[src/logic/pcr_pkg.sv]
// Package for the express capability and serial ROM word registers.
// Assumes a single core clock domain; offsets are configuration byte offsets.
package pcr_pkg;
  // ----------------------------------------
  // Register offsets
  // ----------------------------------------
  localparam logic [7:0] PCR_OFF_ROM = 8'hdc;
  localparam logic [7:0] PCR_OFF_CAP = 8'he0;
  localparam logic [7:0] PCR_OFF_DEVCAP = 8'he4;
  localparam logic [7:0] PCR_OFF_IRQ_STAT = 8'hf0;
  localparam logic [7:0] PCR_OFF_IRQ_CLR = 8'hf4;
  localparam logic [7:0] PCR_OFF_IRQ_EN = 8'hf8;
  localparam logic [7:0] PCR_OFF_SPL = 8'hfc;
  // ----------------------------------------
  // Field positions and fixed values
  // ----------------------------------------
  localparam int PCR_BIT_START = 0;
  localparam int PCR_BIT_DIR = 1;
  localparam int PCR_BIT_ERR = 2;
  localparam int PCR_ADDR_LO = 9;
  localparam int PCR_ADDR_HI = 15;
  localparam int PCR_DATA_LO = 16;
  localparam int PCR_DATA_HI = 31;
  localparam logic [7:0] PCR_CAP_ID = 8'h10;
  localparam logic [7:0] PCR_NEXT_PTR = 8'h00;
  localparam logic [3:0] PCR_CAP_VER = 4'h1;
  localparam logic [3:0] PCR_TYPE_UP = 4'h5;
  localparam logic [3:0] PCR_TYPE_DN = 4'h6;
  localparam logic [4:0] PCR_MSG_NUM = 5'h00;
  localparam logic [2:0] PCR_MPS_RST = 3'h1;
  localparam logic [1:0] PCR_PHANTOM = 2'h0;
  localparam logic [2:0] PCR_LAT = 3'h0;
  localparam logic PCR_RBER_RST = 1'b1;
  localparam logic [7:0] PCR_SPL_VAL_RST = 8'h00;
  localparam logic [1:0] PCR_SPL_SCL_RST = 2'h0;
  // Interrupt status bits
  localparam int PCR_EV_DONE = 0;
  localparam int PCR_EV_NACK = 1;
  localparam int PCR_EV_SPL = 2;
  localparam int PCR_EV_W = 3;
  // ----------------------------------------
  // Serial ROM access sequencer states
  // ----------------------------------------
  typedef enum logic [1:0] {
    PCR_IDLE = 2'b00,
    PCR_BUSY = 2'b01,
    PCR_DONE = 2'b10
  } pcr_state_e;
endpackage

[src/logic/pcr_sync.sv]
// Three-stage input synchroniser with agreement filter.
// Assumes the input is asynchronous to clock_i.
`timescale 1ns/1ns
module pcr_sync
  import pcr_pkg::*;
(
  input wire logic clock_i,
  input wire logic nrst_i,
  input wire logic async_i,
  output logic level_o
);
  logic s1;
  logic s2;
  logic s3;
  // ----------------------------------------
  // Sampling chain
  // ----------------------------------------
  // Only s2 reads s1; the filter looks at s2 and s3
  always_ff @(posedge clock_i or negedge nrst_i) begin
    if (!nrst_i) begin
      s1 <= 1'b0;
      s2 <= 1'b0;
      s3 <= 1'b0;
      level_o <= 1'b0;
    end else begin
      s1 <= async_i;
      s2 <= s1;
      s3 <= s2;
      if (s2 == s3) begin
        level_o <= s3;
      end
    end
  end
endmodule

[src/logic/pcr_regs.sv]
// Express capability and serial ROM word registers of an upstream or downstream bridge port.
// Assumes a simple register port master and an external ROM sequencer handshake.
//
// How it works
// - ROM word address bits 15:9, read-write, reset zero.
// - ROM data bits 31:16, read-write, reset zero, word to write.
// - Finished ROM read without a missing acknowledge loads returned word into the data field.
// - Capability identifier bits 7:0 read constant 10h.
// - Next pointer bits 15:8 read 00h, list ends here.
// - Capability version bits 19:16 read 0001b.
// - Port type reads 0101b upstream, 0110b downstream.
// - Slot bit 24 valid downstream; default from strap or autoload.
// - Interrupt message number bits 29:25 read zero.
// - Max payload supported bits 2:0 reset 001b, overridable by load.
// - Phantom function support bits 4:3 read 00b.
// - Extended tag support bit 5 reads zero.
// - L0s and L1 latency fields read 000b.
// - Role-based error reporting bit 15 resets one, overridable.
// - Upstream captures slot power value and scale from message.
// - Software sets start bit 0, direction bit 1 picks read/write.
// - Missing ROM acknowledge sets error bit 2.
//
// Strobed register access was chosen for this implementation.
`timescale 1ns/1ns
module pcr_regs
  import pcr_pkg::*;
(
  input wire logic clock_i,
  input wire logic nrst_i,
  input wire logic [7:0] addr_i,
  input wire logic [31:0] wdata_i,
  input wire logic wr_i,
  input wire logic rd_i,
  output logic [31:0] rdata_o,
  input wire logic downstream_i,
  input wire logic slot_strap_i,
  input wire logic cfg_load_i,
  input wire logic cfg_slot_i,
  input wire logic [2:0] cfg_mps_i,
  input wire logic cfg_rber_i,
  input wire logic spl_msg_i,
  input wire logic [7:0] spl_value_i,
  input wire logic [1:0] spl_scale_i,
  output logic rom_req_o,
  output logic rom_write_o,
  output logic [6:0] rom_addr_o,
  output logic [15:0] rom_wdata_o,
  input wire logic rom_done_i,
  input wire logic rom_nack_i,
  input wire logic [15:0] rom_rdata_i,
  output logic irq_o
);
  // ----------------------------------------
  // State
  // ----------------------------------------
  pcr_state_e state;
  pcr_state_e next_state;
  logic start;
  logic dir;
  logic err;
  logic [6:0] waddr;
  logic [15:0] wdata;
  logic slot;
  logic slot_seen;
  logic [2:0] mps;
  logic rber;
  logic [7:0] spl_val;
  logic [1:0] spl_scl;
  logic [PCR_EV_W-1:0] irq_stat;
  logic [PCR_EV_W-1:0] irq_en;
  logic strap_lvl;

  pcr_sync u_strap_sync (
    .clock_i(clock_i),
    .nrst_i(nrst_i),
    .async_i(slot_strap_i),
    .level_o(strap_lvl)
  );

  // ----------------------------------------
  // Decode
  // ----------------------------------------
  wire sel_rom = addr_i == PCR_OFF_ROM;
  wire sel_cap = addr_i == PCR_OFF_CAP;
  wire sel_dcap = addr_i == PCR_OFF_DEVCAP;
  wire sel_stat = addr_i == PCR_OFF_IRQ_STAT;
  wire sel_clr = addr_i == PCR_OFF_IRQ_CLR;
  wire sel_en = addr_i == PCR_OFF_IRQ_EN;
  wire sel_spl = addr_i == PCR_OFF_SPL;
  wire wr_rom = wr_i && sel_rom;
  // A new access is only taken while idle, so a busy cycle is never disturbed
  wire kick = wr_rom && wdata_i[PCR_BIT_START] && (state == PCR_IDLE);
  wire finish = (state == PCR_BUSY) && rom_done_i;
  wire rd_done = finish && !dir && !rom_nack_i;
  wire up_spl = spl_msg_i && !downstream_i;
  wire [PCR_EV_W-1:0] events = {up_spl, finish && rom_nack_i, finish};
  wire [31:0] rom_word = {wdata, waddr, 6'h00, err, dir, start};
  wire [3:0] port_type = downstream_i ? PCR_TYPE_DN : PCR_TYPE_UP;
  wire slot_rd = downstream_i & slot;
  wire [31:0] cap_word = {2'h0, PCR_MSG_NUM, slot_rd, port_type, PCR_CAP_VER,
                          PCR_NEXT_PTR, PCR_CAP_ID};
  wire [31:0] dcap_word = {4'h0, spl_scl, spl_val, 2'h0, rber, 3'h0, PCR_LAT,
                           PCR_LAT, 1'b0, PCR_PHANTOM, mps};
  wire [31:0] rd_mux = sel_rom ? rom_word :
                       sel_cap ? cap_word :
                       sel_dcap ? dcap_word :
                       sel_stat ? {29'h0, irq_stat} :
                       sel_en ? {29'h0, irq_en} :
                       sel_spl ? {30'h0, downstream_i, strap_lvl} : 32'h0;

  // ----------------------------------------
  // Access sequencer
  // ----------------------------------------
  always_comb begin
    next_state = state;
    case (state)
      PCR_IDLE: begin
        if (kick) begin
          next_state = PCR_BUSY;
        end
      end
      PCR_BUSY: begin
        if (rom_done_i) begin
          next_state = PCR_DONE;
        end
      end
      PCR_DONE: begin
        next_state = PCR_IDLE;
      end
      default: begin
        next_state = PCR_IDLE;
      end
    endcase
  end

  always_ff @(posedge clock_i or negedge nrst_i) begin
    if (!nrst_i) begin
      state <= PCR_IDLE;
    end else begin
      state <= next_state;
    end
  end

  // ----------------------------------------
  // Serial ROM control word
  // ----------------------------------------
  // Address and data are frozen while busy so the sequencer sees stable values
  always_ff @(posedge clock_i or negedge nrst_i) begin
    if (!nrst_i) begin
      start <= 1'b0;
      dir <= 1'b0;
      err <= 1'b0;
      waddr <= 7'h00;
      wdata <= 16'h0000;
    end else begin
      if (finish) begin
        start <= 1'b0;
        err <= rom_nack_i;
      end else if (kick) begin
        start <= 1'b1;
        err <= 1'b0;
      end
      if (wr_rom && state == PCR_IDLE) begin
        dir <= wdata_i[PCR_BIT_DIR];
        waddr <= wdata_i[PCR_ADDR_HI:PCR_ADDR_LO];
        wdata <= wdata_i[PCR_DATA_HI:PCR_DATA_LO];
      end
      if (rd_done) begin
        wdata <= rom_rdata_i;
      end
    end
  end

  // ----------------------------------------
  // Loadable capability defaults
  // ----------------------------------------
  // Synchronised strap drives the slot bit every cycle after reset until a load overrides it
  always_ff @(posedge clock_i or negedge nrst_i) begin
    if (!nrst_i) begin
      slot <= 1'b0;
      slot_seen <= 1'b0;
      mps <= PCR_MPS_RST;
      rber <= PCR_RBER_RST;
    end else begin
      if (cfg_load_i) begin
        slot <= cfg_slot_i;
        mps <= cfg_mps_i;
        rber <= cfg_rber_i;
        slot_seen <= 1'b1;
      end else if (!slot_seen) begin
        slot <= strap_lvl;
      end
    end
  end

  // ----------------------------------------
  // Slot power capture
  // ----------------------------------------
  always_ff @(posedge clock_i or negedge nrst_i) begin
    if (!nrst_i) begin
      spl_val <= PCR_SPL_VAL_RST;
      spl_scl <= PCR_SPL_SCL_RST;
    end else if (up_spl) begin
      spl_val <= spl_value_i;
      spl_scl <= spl_scale_i;
    end
  end

  // ----------------------------------------
  // Interrupt status, enable and read port
  // ----------------------------------------
  // Set wins over a clear in the same cycle
  always_ff @(posedge clock_i or negedge nrst_i) begin
    if (!nrst_i) begin
      irq_stat <= '0;
      irq_en <= '0;
      irq_o <= 1'b0;
      rdata_o <= 32'h0;
    end else begin
      irq_stat <= (irq_stat & ~((wr_i && sel_clr) ? wdata_i[PCR_EV_W-1:0] : '0)) | events;
      if (wr_i && sel_en) begin
        irq_en <= wdata_i[PCR_EV_W-1:0];
      end
      irq_o <= |(irq_stat & irq_en);
      rdata_o <= rd_i ? rd_mux : 32'h0;
    end
  end

  // ----------------------------------------
  // Sequencer outputs
  // ----------------------------------------
  always_ff @(posedge clock_i or negedge nrst_i) begin
    if (!nrst_i) begin
      rom_req_o <= 1'b0;
      rom_write_o <= 1'b0;
      rom_addr_o <= 7'h00;
      rom_wdata_o <= 16'h0000;
    end else begin
      rom_req_o <= kick;
      if (kick) begin
        rom_write_o <= wdata_i[PCR_BIT_DIR];
        rom_addr_o <= wdata_i[PCR_ADDR_HI:PCR_ADDR_LO];
        rom_wdata_o <= wdata_i[PCR_DATA_HI:PCR_DATA_LO];
      end
    end
  end

  // ----------------------------------------
  // Checks
  // ----------------------------------------
  a_cap_id_const: assert property (@(posedge clock_i) disable iff (!nrst_i)
    rd_i && sel_cap |=> rdata_o[15:0] == 16'h0010) else $error("cap id wrong");
  a_cap_ver_type: assert property (@(posedge clock_i) disable iff (!nrst_i)
    rd_i && sel_cap && !downstream_i |=> rdata_o[23:16] == 8'h51)
    else $error("version or type wrong");
  a_msg_num_zero: assert property (@(posedge clock_i) disable iff (!nrst_i)
    rd_i && sel_cap |=> rdata_o[29:25] == 5'h00) else $error("msg num nonzero");
  a_dcap_zero: assert property (@(posedge clock_i) disable iff (!nrst_i)
    rd_i && sel_dcap |=> rdata_o[11:3] == 9'h000) else $error("dcap zero fields");
  a_read_loads: assert property (@(posedge clock_i) disable iff (!nrst_i)
    rd_done |=> wdata == $past(rom_rdata_i)) else $error("read data not loaded");
  a_start_clears: assert property (@(posedge clock_i) disable iff (!nrst_i)
    finish |=> !start && state == PCR_DONE) else $error("start not cleared");
  a_nack_error: assert property (@(posedge clock_i) disable iff (!nrst_i)
    finish && rom_nack_i |=> err && irq_stat[PCR_EV_NACK]) else $error("nack lost");
  a_spl_capture: assert property (@(posedge clock_i) disable iff (!nrst_i)
    up_spl |=> spl_val == $past(spl_value_i) && spl_scl == $past(spl_scale_i))
    else $error("slot power not captured");
  a_kick_busy: assert property (@(posedge clock_i) disable iff (!nrst_i)
    kick |=> start && rom_req_o && state == PCR_BUSY) else $error("start not taken");
endmodule

[config.mk]
export PLATFORM = sky130hd
export DESIGN_NAME = pcr_regs
export DESIGN_NICKNAME = d
export VERILOG_FILES = /design/src/logic/pcr_pkg.sv /design/src/logic/pcr_sync.sv /design/src/logic/pcr_regs.sv
export SDC_FILE = /design/constraint.sdc
export NUM_CORES = 1
export LEC_CHECK = 0
export ABC_AREA = 1
export BUFFER_PORTS_ARGS = -buffer_cell sky130_fd_sc_hd__buf_2
export CORE_UTILIZATION = 30
export CTS_BUF_LIST = sky130_fd_sc_hd__clkbuf_8
export CTS_CLUSTER_SIZE = 20
export DETAILED_ROUTE_END_ITERATION = 8
export SETUP_SLACK_MARGIN = 0.4
export SYNTH_ARGS = -nofsm -noshare
export SYNTH_HDL_FRONTEND = slang
export SYNTH_SLANG_ARGS = --single-unit
[constraint.sdc]
create_clock -name clock_i -period 3.05 [get_ports clock_i]
set_clock_uncertainty 0.2 [all_clocks]
set_input_delay 0.305 -clock clock_i [delete_from_list [all_inputs] [get_ports clock_i]]
set_output_delay 0.305 -clock clock_i [all_outputs]
set_load 0.03 [all_outputs]
==> results.json <==
{
  "average_cell_area_after_synthesis_um2": 8.95,
  "worst_slew_margin_rel_pct": 52.5,
  "overflow": 0,
  "diodes": 0,
  "min_period_over_period_pct": 73.2,
  "worst_r2r_path_depth": 6,
  "die_outline_area_um2": 15700,
  "clockRootBuffer": "sky130_fd_sc_hd__clkbuf_8",
  "grt_antenna_before_repair": 0,
  "max_freq_mhz": 448,
  "clkSinkCount": 107,
  "number_of_global_route_vias_before_repair": 4045,
  "synth-compound-area-share_pct": 5.59,
  "clock_tree.buffer_depth": 2,
  "hpwlAfterDp_mm": 8.95,
  "floorplan.core_area_um2": 14700,
  "cts_inserted_buffers": 9,
  "timing.final.crit_period_ps": 2230,
  "rsz0062_at_grt": "no",
  "critical_path_required_ps": 3150,
  "clock_tree.htree_level_count": 3,
  "worst_ir_drop_vdd_mv": 0.193,
  "post_route_worst_hold_slack_ps": 33.2,
  "detailed_place.area_um2": 5320,
  "drv.max_cap_violation_count": 0,
  "critPathLaunchType": "primary input",
  "critical_path.cell_chain": "dlygate4sd3_1, buf_2, nor2_2, buf_4, nand2_1, nand2_4, nand2_1, o21ai_1",
  "portBuffers": 127,
  "cts.hold.buffers_added": 49,
  "cts_setup_buffers": 0,
  "synth-xor-area-share_pct": 0,
  "final-seq-area_um2": 2680,
  "ffs_latches_synth": 107,
  "synth_simple_gate_area_share_pct": 25.3,
  "p_leak_nw": 3.35,
  "most_used_dff_post_synth": "sky130_fd_sc_hd__dfrtp_1",
  "synth-seq-area-share_pct": 58.7,
  "area_of_all_placed_cells_without_fillers_um2": 5980,
  "die_width_um": 125,
  "crit_path_top_delay_cell": "sky130_fd_sc_hd__dlygate4sd3_1",
  "drtAntennaViolNets": 0,
  "synthesized_area_fraction_occupied_by_adder_cells_pct": 0.219,
  "timing_worst_setup_path_type": "primary input to flop",
  "area_taken_by_multi_input_logic_gates_um2": 1540,
  "detail_route.vias_per_cell": 4.52,
  "timing.final.setup_violations": 0,
  "yosys.area.top_type": "sky130_fd_sc_hd__dfrtp_1",
  "synth_cells": 510,
  "power-per-cell-area_nw_per_um2": 441,
  "layout-drive-gt1-share_pct": 25.0,
  "post-route-util_pct": 40.7,
  "synth_enable_flop_cells": 0,
  "layout.cells.most_common": "sky130_fd_sc_hd__nand2_1",
  "worstSetupEndpointType": "flop",
  "post_synth_main_area_contributors": "sky130_fd_sc_hd__dfrtp_1 58%, sky130_fd_sc_hd__nand2_1 14%, sky130_fd_sc_hd__nand3_1 4.7%",
  "worst_path_largest_cell_delay_ps": 530,
  "critPathMaxFanout": 26,
  "number_of_iterations_in_the_first_detailed_routing_pass": 8,
  "highest_count_cells_in_the_layout_ignoring_fill_and_taps": "176 x sky130_fd_sc_hd__nand2_1, 126 x sky130_fd_sc_hd__buf_2, 105 x sky130_fd_sc_hd__dfrtp_1",
  "critPathMostFrequentCell": "sky130_fd_sc_hd__nand2_1",
  "clock_insertion_delay_worst_skew_ps": 380,
  "clock_input_transition_at_the_sequential_cells_of_the_worst_setup_and_hold_paths_ps": 90,
  "average_wire_length_per_cell_after_detail_routing_um": 14.1,
  "largest_net_degree_at_the_start_of_global_routing": 56,
  "drc_errors": 9,
  "reg2reg_setup_slack_ps": 970,
  "iteration_0_drc_markers": 201,
  "hp-start": "cfg_load_i",
  "post_synth_mux_area_share_pct": 2.22,
  "placement_rows": 44,
  "r2r-end": "wdata[13]$_DFFE_PN0P_",
  "nNetsFinal": 765,
  "routability_congestion": 0.852,
  "synthesis.yosys.warnings": 0,
  "postSynth.asyncResetShare_pct": 100,
  "mappedNetlistArea_um2": 4570,
  "cts.repair.resized": 0,
  "synthDominantCellAreaShare_pct": 57.6,
  "cp_data_arrival_time_ps": 2330,
  "hold_violations": 0,
  "floorplan.initialDensity_pct": 31.1,
  "main_combinational_cell_family_by_area_after_synthesis": "simple AND/OR/NAND/NOR gates",
  "timing_worst_slew_pin_value_ps": 710,
  "layout_area_growth_over_synthesis_pct": 30.9,
  "r2r_start": "dir$_DFFE_PN0P_",
  "worstHoldEndpoint": "mps[1]$_DFFE_PN0P_",
  "grt_usage_pct": 16.8,
  "fp.dieH_um": 125,
  "run_status": "finished with violations",
  "num_io_pins": 139,
  "grt_pass1_wl_mm": 20.4,
  "worst_hold_path_depth": 3,
  "nFillCells": 1442,
  "synth.lib_cells_used.distinct": 31,
  "cts_tree": "done",
  "vias": 3949,
  "hp-class": "primary input to flop",
  "totalWireLength_mm": 12.3,
  "final_max_slew_viol_count": 0,
  "failing_checks": "DRC",
  "setup_tns_ps": 0
}
## sequential cells by signal (all words and copies together), names as in the netlist, 3 cells and up
register,count
wdata,16
waddr,7
mps,3
irq_stat,3
irq_en,3
rom_wdata_o,16
rdata_o,27
spl_val,8
rom_addr_o,7
## per-stage QoR
stage | setup WS (ps) | cells | power, mW
floorplan | 1490 | 514 | 1.70
global placement | 934 | 808 | 1.83
detailed placement | 872 | 808 | 1.84
CTS | 827 | 873 | 2.68
global route | 607 | 873 | 2.78
finish | 817 | 873 | 2.64
## synth_stat cells, types with 2 or more instances
cell type / instances
sky130_fd_sc_hd__inv_2: 3
sky130_fd_sc_hd__clkbuf_1: 2
sky130_fd_sc_hd__a21oi_1: 10
sky130_fd_sc_hd__nand2_1: 176
sky130_fd_sc_hd__mux2_2: 9
sky130_fd_sc_hd__nor2_1: 39
sky130_fd_sc_hd__nand2_2: 2
sky130_fd_sc_hd__nand2_4: 3
sky130_fd_sc_hd__nand3_1: 43
sky130_fd_sc_hd__dfrtp_1: 105
sky130_fd_sc_hd__buf_4: 8
sky130_fd_sc_hd__o21ai_1: 7
sky130_fd_sc_hd__nand4_1: 3
sky130_fd_sc_hd__buf_2: 4
sky130_fd_sc_hd__buf_6: 7
sky130_fd_sc_hd__inv_1: 45
sky130_fd_sc_hd__dfstp_2: 2
sky130_fd_sc_hd__nor2_4: 2
sky130_fd_sc_hd__o21ai_0: 28
## layout make-up
cell class,instances,area share [%]
clock inverter,6,0.565
clock buffer,10,2.30
inverter,49,3.16
sequential,107,44.8
multi-input combinational,336,25.8
timing repair buffer,181,19.5
tap,184,3.85
## layer usage
layer / GRT usage (%) / vias up / wire (um)
li1: - / 1929 / -
met1: 21.7 / 1852 / 5610
met4: 7.46 / 0 / 344
met3: 3.81 / 28 / 671
met2: 26.8 / 140 / 5710
met5: 0 / - / 0
## worst max-delay path by stage
stage | startpoint | endpoint | cells after the start
final | rom_nack_i | wdata[13]$_DFFE_PN0P_ | 8
after global routing | rom_nack_i | wdata[0]$_DFFE_PN0P_ | 8
after CTS | rom_nack_i | wdata[13]$_DFFE_PN0P_ | 8
after detailed placement | addr_i[5] | rom_addr_o[1]$_DFFE_PN0P_ | 10
after global placement | addr_i[5] | rom_wdata_o[13]$_DFFE_PN0P_ | 10
after floorplan | dir$_DFFE_PN0P_ | wdata[11]$_DFFE_PN0P_ | 8
## power by group
group / internal (mW) / switching (mW) / leakage (nW) / total, mW
Sequential: 1.50 / 0.0362 / 1.36 / 1.54
Clock: 0.312 / 0.467 / 0.0946 / 0.780
Combinational: 0.140 / 0.184 / 1.90 / 0.324
## critical path, delay by kind of cell
family	cells	cell delay, ps
buf+inv	3	890
simple gates	4	1050
compound gates	1	80
## logic make-up after synthesis
kind of cell	count (synthesis)
buf+inv	71
compound gates	49
flops	107
simple gates	272
other cells	1
mux	9
fa+ha+maj	1
(Power assumes the default switching activity.)
